**src/ocf_pkg.sv**
```systemverilog
// Constants, carriers and register map of the counter overflow flag bank
//
// Contract
// - Receive flags A hold receive packet wraps of ports 0..3 in bits 0, 2, 4, 6; bits 1, 3, 5 read 0.
// - Receive flags A hold receive packet wraps of port 4 in bit 7 and port 5 in bit 8.
// - Receive flags A hold receive octet wraps of ports 0..3 in bits 9, 11, 13, 15; 10, 12, 14 read 0.
// - Receive flags B hold receive octet wraps of port 4 in bit 0, port 5 in bit 1; 15:2 read 0.
// - Transmit flags A hold transmit packet wraps of ports 0..3 in bits 0, 2, 4, 6; 1, 3, 5 read 0.
// - Transmit flags A hold transmit packet wraps of port 4 in bit 7 and port 5 in bit 8.
// - Transmit flags A hold transmit octet wraps of ports 0..3 in bits 9, 11, 13, 15; rest read 0.
// - Transmit flags B hold transmit octet wraps of port 4 in bit 0, port 5 in bit 1; 15:2 read 0.
// - A flag reads 1 once its counter has overflowed and 0 while it has not; a read clears the flags it returned unless a new wrap lands on its access edge.
// - Receive flags A sit at index 114h, transmit flags A at 116h, both resetting to zero.
// - Each watched counter is 32 bits wide and a flag marks a wrap of the full 32-bit value.
package ocf_pkg;

  localparam int unsigned OCF_DATA_W    = 32;
  localparam int unsigned OCF_FLAG_W    = 16;
  localparam int unsigned OCF_IDX_W     = 10;
  localparam int unsigned OCF_COUNTER_W = 32;
  localparam int unsigned OCF_IRQ_W     = 4;

  // Register indices; byte address is four times the index
  localparam logic [OCF_IDX_W-1:0] OCF_IDX_RX_A     = 10'h114;
  localparam logic [OCF_IDX_W-1:0] OCF_IDX_RX_B     = 10'h115;
  localparam logic [OCF_IDX_W-1:0] OCF_IDX_TX_A     = 10'h116;
  localparam logic [OCF_IDX_W-1:0] OCF_IDX_TX_B     = 10'h117;
  localparam logic [OCF_IDX_W-1:0] OCF_IDX_IRQ_STAT = 10'h120;
  localparam logic [OCF_IDX_W-1:0] OCF_IDX_IRQ_MASK = 10'h121;

  localparam logic [OCF_FLAG_W-1:0] OCF_FLAG_RESET = 16'h0000;
  localparam logic [OCF_IRQ_W-1:0]  OCF_IRQ_RESET  = 4'h0;

  // Field positions in the A registers
  localparam int unsigned OCF_POS_P0_PKT = 0;
  localparam int unsigned OCF_POS_P1_PKT = 2;
  localparam int unsigned OCF_POS_P2_PKT = 4;
  localparam int unsigned OCF_POS_P3_PKT = 6;
  localparam int unsigned OCF_POS_P4_PKT = 7;
  localparam int unsigned OCF_POS_P5_PKT = 8;
  localparam int unsigned OCF_POS_P0_OCT = 9;
  localparam int unsigned OCF_POS_P1_OCT = 11;
  localparam int unsigned OCF_POS_P2_OCT = 13;
  localparam int unsigned OCF_POS_P3_OCT = 15;
  // Field positions in the B registers
  localparam int unsigned OCF_POS_P4_OCT = 0;
  localparam int unsigned OCF_POS_P5_OCT = 1;

  // Implemented bits; reserved bits stay zero
  localparam logic [OCF_FLAG_W-1:0] OCF_VALID_A = 16'habd5;
  localparam logic [OCF_FLAG_W-1:0] OCF_VALID_B = 16'h0003;

  // Interrupt status and mask bit positions
  localparam int unsigned OCF_IRQ_RX_A = 0;
  localparam int unsigned OCF_IRQ_RX_B = 1;
  localparam int unsigned OCF_IRQ_TX_A = 2;
  localparam int unsigned OCF_IRQ_TX_B = 3;

  // One-cycle wrap pulses of one direction, one per 32-bit counter
  typedef struct packed {
    logic port_zero_packet_wrap;
    logic port_one_packet_wrap;
    logic port_two_packet_wrap;
    logic port_three_packet_wrap;
    logic port_four_packet_wrap;
    logic port_five_packet_wrap;
    logic port_zero_octet_wrap;
    logic port_one_octet_wrap;
    logic port_two_octet_wrap;
    logic port_three_octet_wrap;
    logic port_four_octet_wrap;
    logic port_five_octet_wrap;
  } ocf_wrap_s;

  typedef enum logic [2:0] {
    OCF_SEL_NONE,
    OCF_SEL_RX_A,
    OCF_SEL_RX_B,
    OCF_SEL_TX_A,
    OCF_SEL_TX_B,
    OCF_SEL_STAT,
    OCF_SEL_MASK
  } ocf_sel_e;

endpackage : ocf_pkg

```
**src/ocf_flag_reg.sv**
```systemverilog
// Sticky flag register with snapshot clear
`timescale 1ns/100ps
module ocf_flag_reg #(
  parameter int unsigned     WIDTH = 16,
  parameter logic [WIDTH-1:0] VALID = '1,
  parameter logic [WIDTH-1:0] RESET = '0
) (
  input  wire logic             pclk,
  input  wire logic             presetn,
  input  wire logic [WIDTH-1:0] set_vec,
  input  wire logic [WIDTH-1:0] clr_vec,
  output logic      [WIDTH-1:0] flags
);
  logic [WIDTH-1:0] flags_r;
  logic [WIDTH-1:0] flags_nxt;

  // Set beats clear; only bits already reported are cleared
  always_comb
  begin
    flags_nxt = ((flags_r & ~clr_vec) | set_vec) & VALID;
  end

  always_ff @(posedge pclk or negedge presetn)
  begin
    if (!presetn)
      flags_r <= RESET;
    else
      flags_r <= flags_nxt;
  end

  assign flags = flags_r;
endmodule : ocf_flag_reg

```
**src/ocf_top.sv**
```systemverilog
// Counter overflow flag bank with APB slave and interrupt
`timescale 1ns/100ps
module ocf_top #(
  parameter int unsigned ADDR_W    = 12,
  parameter int unsigned COUNTER_W = ocf_pkg::OCF_COUNTER_W
) (
  input  wire logic                        pclk,
  input  wire logic                        presetn,
  input  wire logic                        psel,
  input  wire logic                        penable,
  input  wire logic                        pwrite,
  input  wire logic [ADDR_W-1:0]           paddr,
  input  wire logic [ocf_pkg::OCF_DATA_W-1:0] pwdata,
  input  wire logic [3:0]                  pstrb,
  output logic      [ocf_pkg::OCF_DATA_W-1:0] prdata,
  output logic                             pready,
  output logic                             pslverr,
  input  wire ocf_pkg::ocf_wrap_s          rx_wrap,
  input  wire ocf_pkg::ocf_wrap_s          tx_wrap,
  output logic                             irq
);
  import ocf_pkg::*;

  // Wrap pulses come from counters of COUNTER_W bits; one pulse per full rollover
  localparam int unsigned WRAP_COUNTER_BITS = COUNTER_W;

  logic                  setup_ph;
  logic                  access_ph;
  ocf_sel_e              sel;
  logic [OCF_FLAG_W-1:0] set_rx_a;
  logic [OCF_FLAG_W-1:0] set_rx_b;
  logic [OCF_FLAG_W-1:0] set_tx_a;
  logic [OCF_FLAG_W-1:0] set_tx_b;
  logic [OCF_FLAG_W-1:0] clr_rx_a;
  logic [OCF_FLAG_W-1:0] clr_rx_b;
  logic [OCF_FLAG_W-1:0] clr_tx_a;
  logic [OCF_FLAG_W-1:0] clr_tx_b;
  logic [OCF_FLAG_W-1:0] flg_rx_a;
  logic [OCF_FLAG_W-1:0] flg_rx_b;
  logic [OCF_FLAG_W-1:0] flg_tx_a;
  logic [OCF_FLAG_W-1:0] flg_tx_b;
  logic [OCF_IRQ_W-1:0]  stat_set;
  logic [OCF_IRQ_W-1:0]  stat_clr;
  logic [OCF_IRQ_W-1:0]  irq_stat_r;
  logic [OCF_IRQ_W-1:0]  irq_mask_r;
  logic [OCF_FLAG_W-1:0] snap_nxt;
  logic [OCF_FLAG_W-1:0] snap_r;
  logic                  rd_clr_hit;

  // Address decode; misaligned and unknown words map to nothing
  function automatic ocf_sel_e decode(input logic [ADDR_W-1:0] addr);
    logic [OCF_IDX_W-1:0] idx;
    idx = OCF_IDX_W'(addr >> 2);
    if ((addr[1:0] != 2'b00) || ((addr >> 2) > ADDR_W'(idx)))
      decode = OCF_SEL_NONE;
    else if (idx == OCF_IDX_RX_A)
      decode = OCF_SEL_RX_A;
    else if (idx == OCF_IDX_RX_B)
      decode = OCF_SEL_RX_B;
    else if (idx == OCF_IDX_TX_A)
      decode = OCF_SEL_TX_A;
    else if (idx == OCF_IDX_TX_B)
      decode = OCF_SEL_TX_B;
    else if (idx == OCF_IDX_IRQ_STAT)
      decode = OCF_SEL_STAT;
    else if (idx == OCF_IDX_IRQ_MASK)
      decode = OCF_SEL_MASK;
    else
      decode = OCF_SEL_NONE;
  endfunction : decode

  // Places packet and octet wraps of one direction in an A register
  function automatic logic [OCF_FLAG_W-1:0] map_a(input ocf_wrap_s w);
    logic [OCF_FLAG_W-1:0] v;
    v = OCF_FLAG_RESET;
    v[OCF_POS_P0_PKT] = w.port_zero_packet_wrap;
    v[OCF_POS_P1_PKT] = w.port_one_packet_wrap;
    v[OCF_POS_P2_PKT] = w.port_two_packet_wrap;
    v[OCF_POS_P3_PKT] = w.port_three_packet_wrap;
    v[OCF_POS_P4_PKT] = w.port_four_packet_wrap;
    v[OCF_POS_P5_PKT] = w.port_five_packet_wrap;
    v[OCF_POS_P0_OCT] = w.port_zero_octet_wrap;
    v[OCF_POS_P1_OCT] = w.port_one_octet_wrap;
    v[OCF_POS_P2_OCT] = w.port_two_octet_wrap;
    v[OCF_POS_P3_OCT] = w.port_three_octet_wrap;
    map_a = v;
  endfunction : map_a

  // Places port 4 and 5 octet wraps in a B register
  function automatic logic [OCF_FLAG_W-1:0] map_b(input ocf_wrap_s w);
    logic [OCF_FLAG_W-1:0] v;
    v = OCF_FLAG_RESET;
    v[OCF_POS_P4_OCT] = w.port_four_octet_wrap;
    v[OCF_POS_P5_OCT] = w.port_five_octet_wrap;
    map_b = v;
  endfunction : map_b

  assign setup_ph  = psel & ~penable;
  assign access_ph = psel & penable;
  assign sel       = decode(paddr);

  assign set_rx_a = map_a(rx_wrap);
  assign set_rx_b = map_b(rx_wrap);
  assign set_tx_a = map_a(tx_wrap);
  assign set_tx_b = map_b(tx_wrap);

  // Clear only what the read returned, so a wrap during setup is kept
  assign rd_clr_hit = access_ph & ~pwrite;
  assign clr_rx_a   = (rd_clr_hit && sel == OCF_SEL_RX_A) ? snap_r : '0;
  assign clr_rx_b   = (rd_clr_hit && sel == OCF_SEL_RX_B) ? snap_r : '0;
  assign clr_tx_a   = (rd_clr_hit && sel == OCF_SEL_TX_A) ? snap_r : '0;
  assign clr_tx_b   = (rd_clr_hit && sel == OCF_SEL_TX_B) ? snap_r : '0;

  ocf_flag_reg #(
    .WIDTH (OCF_FLAG_W),
    .VALID (OCF_VALID_A),
    .RESET (OCF_FLAG_RESET)
  ) u_rx_a (
    .pclk    (pclk),
    .presetn (presetn),
    .set_vec (set_rx_a),
    .clr_vec (clr_rx_a),
    .flags   (flg_rx_a)
  );

  ocf_flag_reg #(
    .WIDTH (OCF_FLAG_W),
    .VALID (OCF_VALID_B),
    .RESET (OCF_FLAG_RESET)
  ) u_rx_b (
    .pclk    (pclk),
    .presetn (presetn),
    .set_vec (set_rx_b),
    .clr_vec (clr_rx_b),
    .flags   (flg_rx_b)
  );

  ocf_flag_reg #(
    .WIDTH (OCF_FLAG_W),
    .VALID (OCF_VALID_A),
    .RESET (OCF_FLAG_RESET)
  ) u_tx_a (
    .pclk    (pclk),
    .presetn (presetn),
    .set_vec (set_tx_a),
    .clr_vec (clr_tx_a),
    .flags   (flg_tx_a)
  );

  ocf_flag_reg #(
    .WIDTH (OCF_FLAG_W),
    .VALID (OCF_VALID_B),
    .RESET (OCF_FLAG_RESET)
  ) u_tx_b (
    .pclk    (pclk),
    .presetn (presetn),
    .set_vec (set_tx_b),
    .clr_vec (clr_tx_b),
    .flags   (flg_tx_b)
  );

  // Interrupt events: any new wrap landing in a flag register
  always_comb
  begin
    stat_set               = OCF_IRQ_RESET;
    stat_set[OCF_IRQ_RX_A] = |(set_rx_a & OCF_VALID_A);
    stat_set[OCF_IRQ_RX_B] = |(set_rx_b & OCF_VALID_B);
    stat_set[OCF_IRQ_TX_A] = |(set_tx_a & OCF_VALID_A);
    stat_set[OCF_IRQ_TX_B] = |(set_tx_b & OCF_VALID_B);
  end

  assign stat_clr = (rd_clr_hit && sel == OCF_SEL_STAT) ? snap_r[OCF_IRQ_W-1:0] : '0;

  // Status is sticky, read clears, set wins
  always_ff @(posedge pclk or negedge presetn)
  begin
    if (!presetn)
      irq_stat_r <= OCF_IRQ_RESET;
    else
      irq_stat_r <= (irq_stat_r & ~stat_clr) | stat_set;
  end

  // Mask lives in byte lane 0
  always_ff @(posedge pclk or negedge presetn)
  begin
    if (!presetn)
      irq_mask_r <= OCF_IRQ_RESET;
    else if (access_ph && pwrite && sel == OCF_SEL_MASK && pstrb[0])
      irq_mask_r <= pwdata[OCF_IRQ_W-1:0];
  end

  // Read value is caught in setup so prdata comes from a flop with no wait state
  always_comb
  begin
    snap_nxt = OCF_FLAG_RESET;
    case (sel)
      OCF_SEL_RX_A: snap_nxt = flg_rx_a;
      OCF_SEL_RX_B: snap_nxt = flg_rx_b;
      OCF_SEL_TX_A: snap_nxt = flg_tx_a;
      OCF_SEL_TX_B: snap_nxt = flg_tx_b;
      OCF_SEL_STAT: snap_nxt = {{(OCF_FLAG_W-OCF_IRQ_W){1'b0}}, irq_stat_r};
      OCF_SEL_MASK: snap_nxt = {{(OCF_FLAG_W-OCF_IRQ_W){1'b0}}, irq_mask_r};
      default:      snap_nxt = OCF_FLAG_RESET;
    endcase
  end

  always_ff @(posedge pclk or negedge presetn)
  begin
    if (!presetn)
      snap_r <= OCF_FLAG_RESET;
    else if (setup_ph)
      snap_r <= pwrite ? OCF_FLAG_RESET : snap_nxt;
  end

  assign prdata  = {{(OCF_DATA_W-OCF_FLAG_W){1'b0}}, snap_r};
  assign pready  = 1'b1;
  // Unmapped words answer with an error; writes to flag words are ignored
  assign pslverr = access_ph & (sel == OCF_SEL_NONE);
  assign irq     = |(irq_stat_r & irq_mask_r);

endmodule : ocf_top

```
**config.mk**
```make
export PLATFORM = sky130hd
export DESIGN_NAME = ocf_top
export DESIGN_NICKNAME = d
export VERILOG_FILES = /design/src/ocf_pkg.sv /design/src/ocf_flag_reg.sv /design/src/ocf_top.sv
export SDC_FILE = /design/constraint.sdc
export NUM_CORES = 1
export LEC_CHECK = 0
export BUFFER_PORTS_ARGS = -buffer_cell sky130_fd_sc_hd__buf_4
export CAP_MARGIN = 20
export CORE_ASPECT_RATIO = 0.8
export CORE_MARGIN = 3
export CORE_UTILIZATION = 50
export CTS_CLUSTER_SIZE = 12
export DETAILED_ROUTE_END_ITERATION = 8
export PLACE_DENSITY = 0.87
export SYNTH_ARGS = -nofsm -noshare
export SYNTH_HDL_FRONTEND = slang
export SYNTH_HIERARCHICAL = 1
export SYNTH_SLANG_ARGS = --single-unit
```
**constraint.sdc**
```tcl
create_clock -name pclk -period 1.45 [get_ports pclk]
set_input_delay 0.0725 -clock pclk [delete_from_list [all_inputs] [get_ports pclk]]
set_output_delay 0.0725 -clock pclk [all_outputs]
set_load 0.01 [all_outputs]
```
Yosys cells after proc, flatten, opt, wreduce, memory -nomap -nowiden
Cells that the tools add are included.

Register bits after elaboration: 48. Output and inout bits: 35.

$lt $le $gt $ge: 1. Equality and inequality tests: 12. Muxes and demuxes: 14. Bitwise gates (word level): 22. Reduce and logical (&&, ||, !) cells: 16.

Operator list (count): one-hot mux 16 bit (6 select lines) (1); == test 10 x 9 -> 1 bit, second input constant (6); 2-to-1 mux 16 bit (3); AND 16 bit (2); inverter 16 bit (2); OR 16 bit (2); 2-to-1 mux 3 bit (7); OR reduction 10 bit (2); greater-than comparator 10 bit (1); == test 3 bit, second input constant (3); AND 4 bit (2); logical AND 1 bit (8); == test 3 x 2 -> 1 bit, second input constant (2); AND 1 bit (4); AND 2 bit (2); 2-to-1 mux 2 bit (2); 2-to-1 mux 4 bit (1); inverter 2 bit (2); inverter 4 bit (1); OR 2 bit (2); OR 4 bit (1); OR reduction 2 bit (2); OR reduction 4 bit (1); == test 3 x 1 -> 1 bit, second input constant (1); other kinds (4) (5).

Logic depth before layout (Yosys ltp)
Depth in word-level cells: 14. Depth in mapped cells: 8. Depth with buffers taken out: 6.

Hierarchy
Netlist, hierarchy kept.

Modules (own cells, without submodules): ocf_top (times used 1, cells each 243, area an instance 2346.0 um^2); ocf_flag_reg (u_rx_a ...) (times used 2, cells each 37, area an instance 411.6 um^2); ocf_flag_reg (u_rx_b ...) (times used 2, cells each 21, area an instance 181.4 um^2).

Worst setup path before layout
Ideal clock, no wire load.

Path type: input to register. Start: input port paddr[9]. End: register u_rx_a.flags_r[13], in the netlist u_rx_a/flags[13]. Library setup time: 0.118 ns. Data arrival time: 1.365 ns. Data required time: 1.332 ns. Setup slack: -0.033 ns. Stages: 7. Buffers on the path: 1. Cell sequence: nor4b_4 -> nand4_4 -> nor3_2 -> buf_6 -> and2_2 -> inv_1 -> a21o_1.

Cells in the longest elaborated chain, start to end: 14. Elaborated cells on any way between the ends: 21.

RTL lines: start: declaration (line ocf_top.sv:12) `input wire logic [ADDR_W-1:0] paddr,`; == test 10 x 9 -> 1 bit (line ocf_top.sv:66) `else if (idx == OCF_IDX_IRQ_MASK)`; 2-to-1 mux 3 bit (line ocf_top.sv:66); 2-to-1 mux 3 bit (line ocf_top.sv:64) `else if (idx == OCF_IDX_IRQ_STAT)`; 2-to-1 mux 3 bit (line ocf_top.sv:62) `else if (idx == OCF_IDX_TX_B)`; 2-to-1 mux 3 bit (line ocf_top.sv:60) `else if (idx == OCF_IDX_TX_A)`; 2-to-1 mux 3 bit (line ocf_top.sv:58) `else if (idx == OCF_IDX_RX_B)`; 2-to-1 mux 3 bit (line ocf_top.sv:56) `else if (idx == OCF_IDX_RX_A)`; 2-to-1 mux 3 bit (*) (line ocf_top.sv:54) `if ((addr[1:0] != 2'b00) || ((addr >> 2) > ADDR_W'(idx)))`; == test 3 x 1 -> 1 bit (*) (line ocf_top.sv:109) `assign clr_rx_a = (rd_clr_hit && sel == OCF_SEL_RX_A) ? snap_r : '0;`; logical AND 1 bit (*) (line ocf_top.sv:109); 2-to-1 mux 16 bit (*) (line ocf_top.sv:109); via clr_rx_a[13] (line ocf_top.sv:34) `logic [OCF_FLAG_W-1:0] clr_rx_a;`; inverter 16 bit (*) (line ocf_flag_reg.sv:20) `flags_nxt = ((flags_r & ~clr_vec) | set_vec) & VALID;`; AND 16 bit (*) (line ocf_flag_reg.sv:20); OR 16 bit (*) (line ocf_flag_reg.sv:20); via u_rx_a.flags_nxt[13] (line ocf_flag_reg.sv:15) `logic [WIDTH-1:0] flags_nxt;`; end signal: assignment (line ocf_flag_reg.sv:28) `flags_r <= flags_nxt;`; end: declaration (line ocf_flag_reg.sv:14) `logic [WIDTH-1:0] flags_r;`.

The timed path passes the listed nets; every way through them passes the cells marked *. A chain may end at the register's enable or synchronous reset.

Final worst setup path
Start: register u_tx_a.flags_r[2], in the netlist u_tx_a/flags[2]. End: register snap_r[2].

Cells in the longest elaborated chain, start to end: 2.

RTL lines: start: declaration (line ocf_flag_reg.sv:14); start signal: assignment (line ocf_flag_reg.sv:28); one-hot mux 16 bit (6 select lines) (line ocf_top.sv:196) `case (sel)`; 2-to-1 mux 16 bit (line ocf_top.sv:212) `snap_r <= pwrite ? OCF_FLAG_RESET : snap_nxt;`; end signal: assignment (line ocf_top.sv:212); end: declaration (line ocf_top.sv:47) `logic [OCF_FLAG_W-1:0] snap_r;`.

Every way passes these cells.

==> results_tabular.tex <==
\begin{tabular}{lr}
\hline
Metric & Value \\
\hline
\multicolumn{2}{l}{\textbf{Floorplanning}} \\
Number of top-level pins & between 100 and 150 \\
Std-Cell Rows & 25 \\
Floorplan die width & roughly 96 um \\
Y dimension of the die & around 80 um \\
Initial Util & 0.531 \\
Die Footprint & between 7000 and 8000 um\^{}2 \\
Floorplan Core Area & about 6100 um\^{}2 \\
\multicolumn{2}{l}{\textbf{Logic synthesis}} \\
YS warnings & 6 \\
Netlist area before placement & roughly 3200 um\^{}2 \\
Synthesized area divided by synthesized cell count & 10.2 um\^{}2 \\
Synthesized netlist cell count & between 300 and 400 \\
\multicolumn{2}{l}{\textbf{Hold path}} \\
Worst hold path startpoint & pwdata[2] \\
Hold depth & 2 \\
Endpoint of the worst hold path & irq\_mask\_r[2]\$\_DFFE\_PN0P\_ \\
Worst min path class & in -> reg \\
\multicolumn{2}{l}{\textbf{Global routing}} \\
First-pass GRT wire length & 11.4 mm \\
Pin count of the biggest net entering global routing & 49 \\
Vias in the first global route & $\sim$2.4k \\
Total congestion overflow & 0 \\
Total global routing track utilization & 0.200 \\
Initial antenna violation count & 0 \\
\multicolumn{2}{l}{\textbf{Detailed routing}} \\
Via-per-instance ratio & just under 5 \\
Count of TritonRoute iterations in the first routing pass & 4 \\
Number of design-rule violations left by the first detailed-router iteration & 207 \\
Vias & roughly 2.5k \\
Number of design rule violations left after detail routing & 0 \\
Avg WL per Cell & between 10 and 15 um \\
Final ANT Viol Nets & 0 \\
Post-detailed-routing wire length & 7.10 mm \\
\multicolumn{2}{l}{\textbf{CTS}} \\
Clock network latency to the later pin of the worst-skew pair & 0.31 ns \\
Clock tree from TritonCTS & built \\
Maximum level of the CTS H-tree & 2 \\
Root buffer cell & clkbuf\_8 \\
Total number of clock tree sinks & 48 \\
Maximum count of clock buffers along a single path & 2 \\
Clock transition at the registers of the reported paths & around 0.09 ns \\
Clock buffers created by TritonCTS & 5 \\
\multicolumn{2}{l}{\textbf{Critical path}} \\
Crit Reg-Reg Endpoint & snap\_r[2]\$\_DFFE\_PN0P\_ \\
Register-to-register setup slack & roughly 0.043 ns \\
Critical path's largest stage delay & 0.48 ns \\
Kind of cell adding the most delay to the critical path & multiplexers \\
Element type at the critical path end & flop \\
Count of buffer and inverter cells on the critical path & 0 \\
Ordered cell list for the critical path & mux4\_2 -> and4\_2 -> a21oi\_2 -> o21ai\_1 \\
Required time worst endpoint & between 1.5 and 2 ns \\
Maximum fanout along the worst path & 2 \\
Arrival time worst endpoint & 1.59 ns \\
Setup Crit Path Kind & reg -> reg \\
R2r worst-path depth & 4 \\
Sort of element at the start of the critical path & flop \\
Cell with the largest stage delay on the worst path & mux4\_2 \\
Reg-to-reg critical path startpoint & u\_tx\_a/flags[2]\$\_DFF\_PN0\_ \\
\multicolumn{2}{l}{\textbf{Placement}} \\
HPWL after detailed placement & 5.27 mm \\
\# port buffers & 63 \\
Standard cell area after detailed placement & between 3000 and 4000 um\^{}2 \\
Place WS & -0.0976 ns \\
Placer Congestion & 0.850 \\
Number of placed instances, taps included & $\sim$460 \\
\multicolumn{2}{l}{\textbf{Job}} \\
Max capacitance violation total & 0 \\
\multicolumn{2}{l}{\textbf{Power and ir drop}} \\
Static leakage & around 1.8 nW \\
Power density over cell area & 640 nW/um\^{}2 \\
Peak VDD IR & roughly 0.47 mV \\
Overall power consumption & around 2.6 mW \\
\multicolumn{2}{l}{\textbf{Layout}} \\
Area added between synthesis and finish & 25.8\% \\
Count of nets after finishing & 497 \\
Number of cells in the finished layout apart from fillers & around 500 \\
\# diodes & 0 \\
Proportion of layout cells with a drive suffix above 1 & 0.366 \\
Fin area & approximately 4100 um\^{}2 \\
Post-layout util & 0.668 \\
\multicolumn{2}{l}{\textbf{STA}} \\
Slew at the pin closest to its max-slew limit & 0.608 ns \\
Achievable clock frequency & slightly above 0.7 GHz \\
Clock period minus worst slack & between 1 and 1.5 ns \\
Fin. max-slew vios & 0 \\
Layout Skew & 0.0108 ns \\
Worst path setup slack after routing & 0.0433 ns \\
Final number of hold-violating endpoints & 0 \\
Fin crit share & 0.970 \\
Max-slew headroom & 0.594 \\
Unrepaired setup endpoints after global routing & false \\
Total negative slack for setup checks & 0 ns \\
Worst Hold Margin & $\sim$0.0047 ns \\
Final Setup Violations & 0 \\
\multicolumn{2}{l}{\textbf{Outcome}} \\
Outcome & completed \\
\hline
\end{tabular}
cells in the final DEF (no fill, tap or decap), types with 3 or more instances in the layout:
| cell | instances |
|---|---|
| buf_4 | 85 |
| conb_1 | 57 |
| dfrtp_1 | 48 |
| inv_1 | 38 |
| dlygate4sd3_1 | 27 |
| a21o_1 | 26 |
| and2_2 | 21 |
| nand2_1 | 19 |
| mux4_2 | 16 |
| o21ai_0 | 14 |
| nand3_1 | 7 |
| mux2_2 | 7 |
| clkbuf_8 | 6 |
| nor3_2 | 5 |
| nor2_1 | 4 |
| nor4_1 | 4 |
| and2_1 | 3 |
| a21oi_2 | 3 |
per-layer routing:
| metal | wire [um] | GRT usage |
|---|---|---|
| met1 | 3070 | 0.264 |
| met2 | 3550 | 0.339 |
| met3 | 417 | 0.0388 |
| met4 | 57 | 0.0440 |
| met5 | 0 | 0 |
sequential cells by signal, summed over array words and instances, names as in the netlist:
name / count
snap_r: 16
irq_mask_r: 4
u_rx_a/flags: 10
irq_stat_r: 4
u_rx_b/flags: 2
u_tx_b/flags: 2
u_tx_a/flags: 10
worst register-to-register path, stage by stage, from the launching register on:
cell and delay (ns):
dfrtp_1 0.39, mux4_2 0.48, and4_2 0.26, a21oi_2 0.11, o21ai_1 0.07
layout make-up:
cell class | count | area, um^2
Fill cell | 475 | 2010
Clock buffer | 7 | 86.3
Timing Repair Buffer | 113 | 928
Multi-Input combinational cell | 214 | 1590
Clock inverter | 1 | 7.51
Inverter | 38 | 143
Sequential cell | 48 | 1200
Tap cell | 81 | 101
worst max path at each step:
stage	slack (ns)	startpoint	depth (start not counted)	to
after global routing	0.02	u_tx_a/flags[2]$_DFF_PN0_	4	snap_r[2]$_DFFE_PN0P_
after global placement	-0.06	paddr[6]	5	irq_stat_r[3]$_DFF_PN0_
after floorplan	0.02	paddr[9]	7	u_rx_a/flags[11]$_DFF_PN0_
after CTS	0.006	u_tx_b/flags[1]$_DFF_PN0_	4	snap_r[1]$_DFFE_PN0P_
final	0.04	u_tx_a/flags[2]$_DFF_PN0_	4	snap_r[2]$_DFFE_PN0P_
after detailed placement	-0.1	paddr[6]	5	irq_stat_r[1]$_DFF_PN0_
where the power goes:
group	internal, mW	switching [mW]	leakage [nW]
Combinational	0.224	0.193	1.22
Clock	0.388	0.453	0.0445
Sequential	1.34	0.000220	0.524
repair_timing:
item | CTS | global route
resized for setup | 1 | 5
buffers inserted | 1 | 4
setup endpoints to repair | 1 | 3
hold buffers | 25 | 2
endpoints found under the hold margin | 74 | 2
Power figures use the tool's default switching activity.
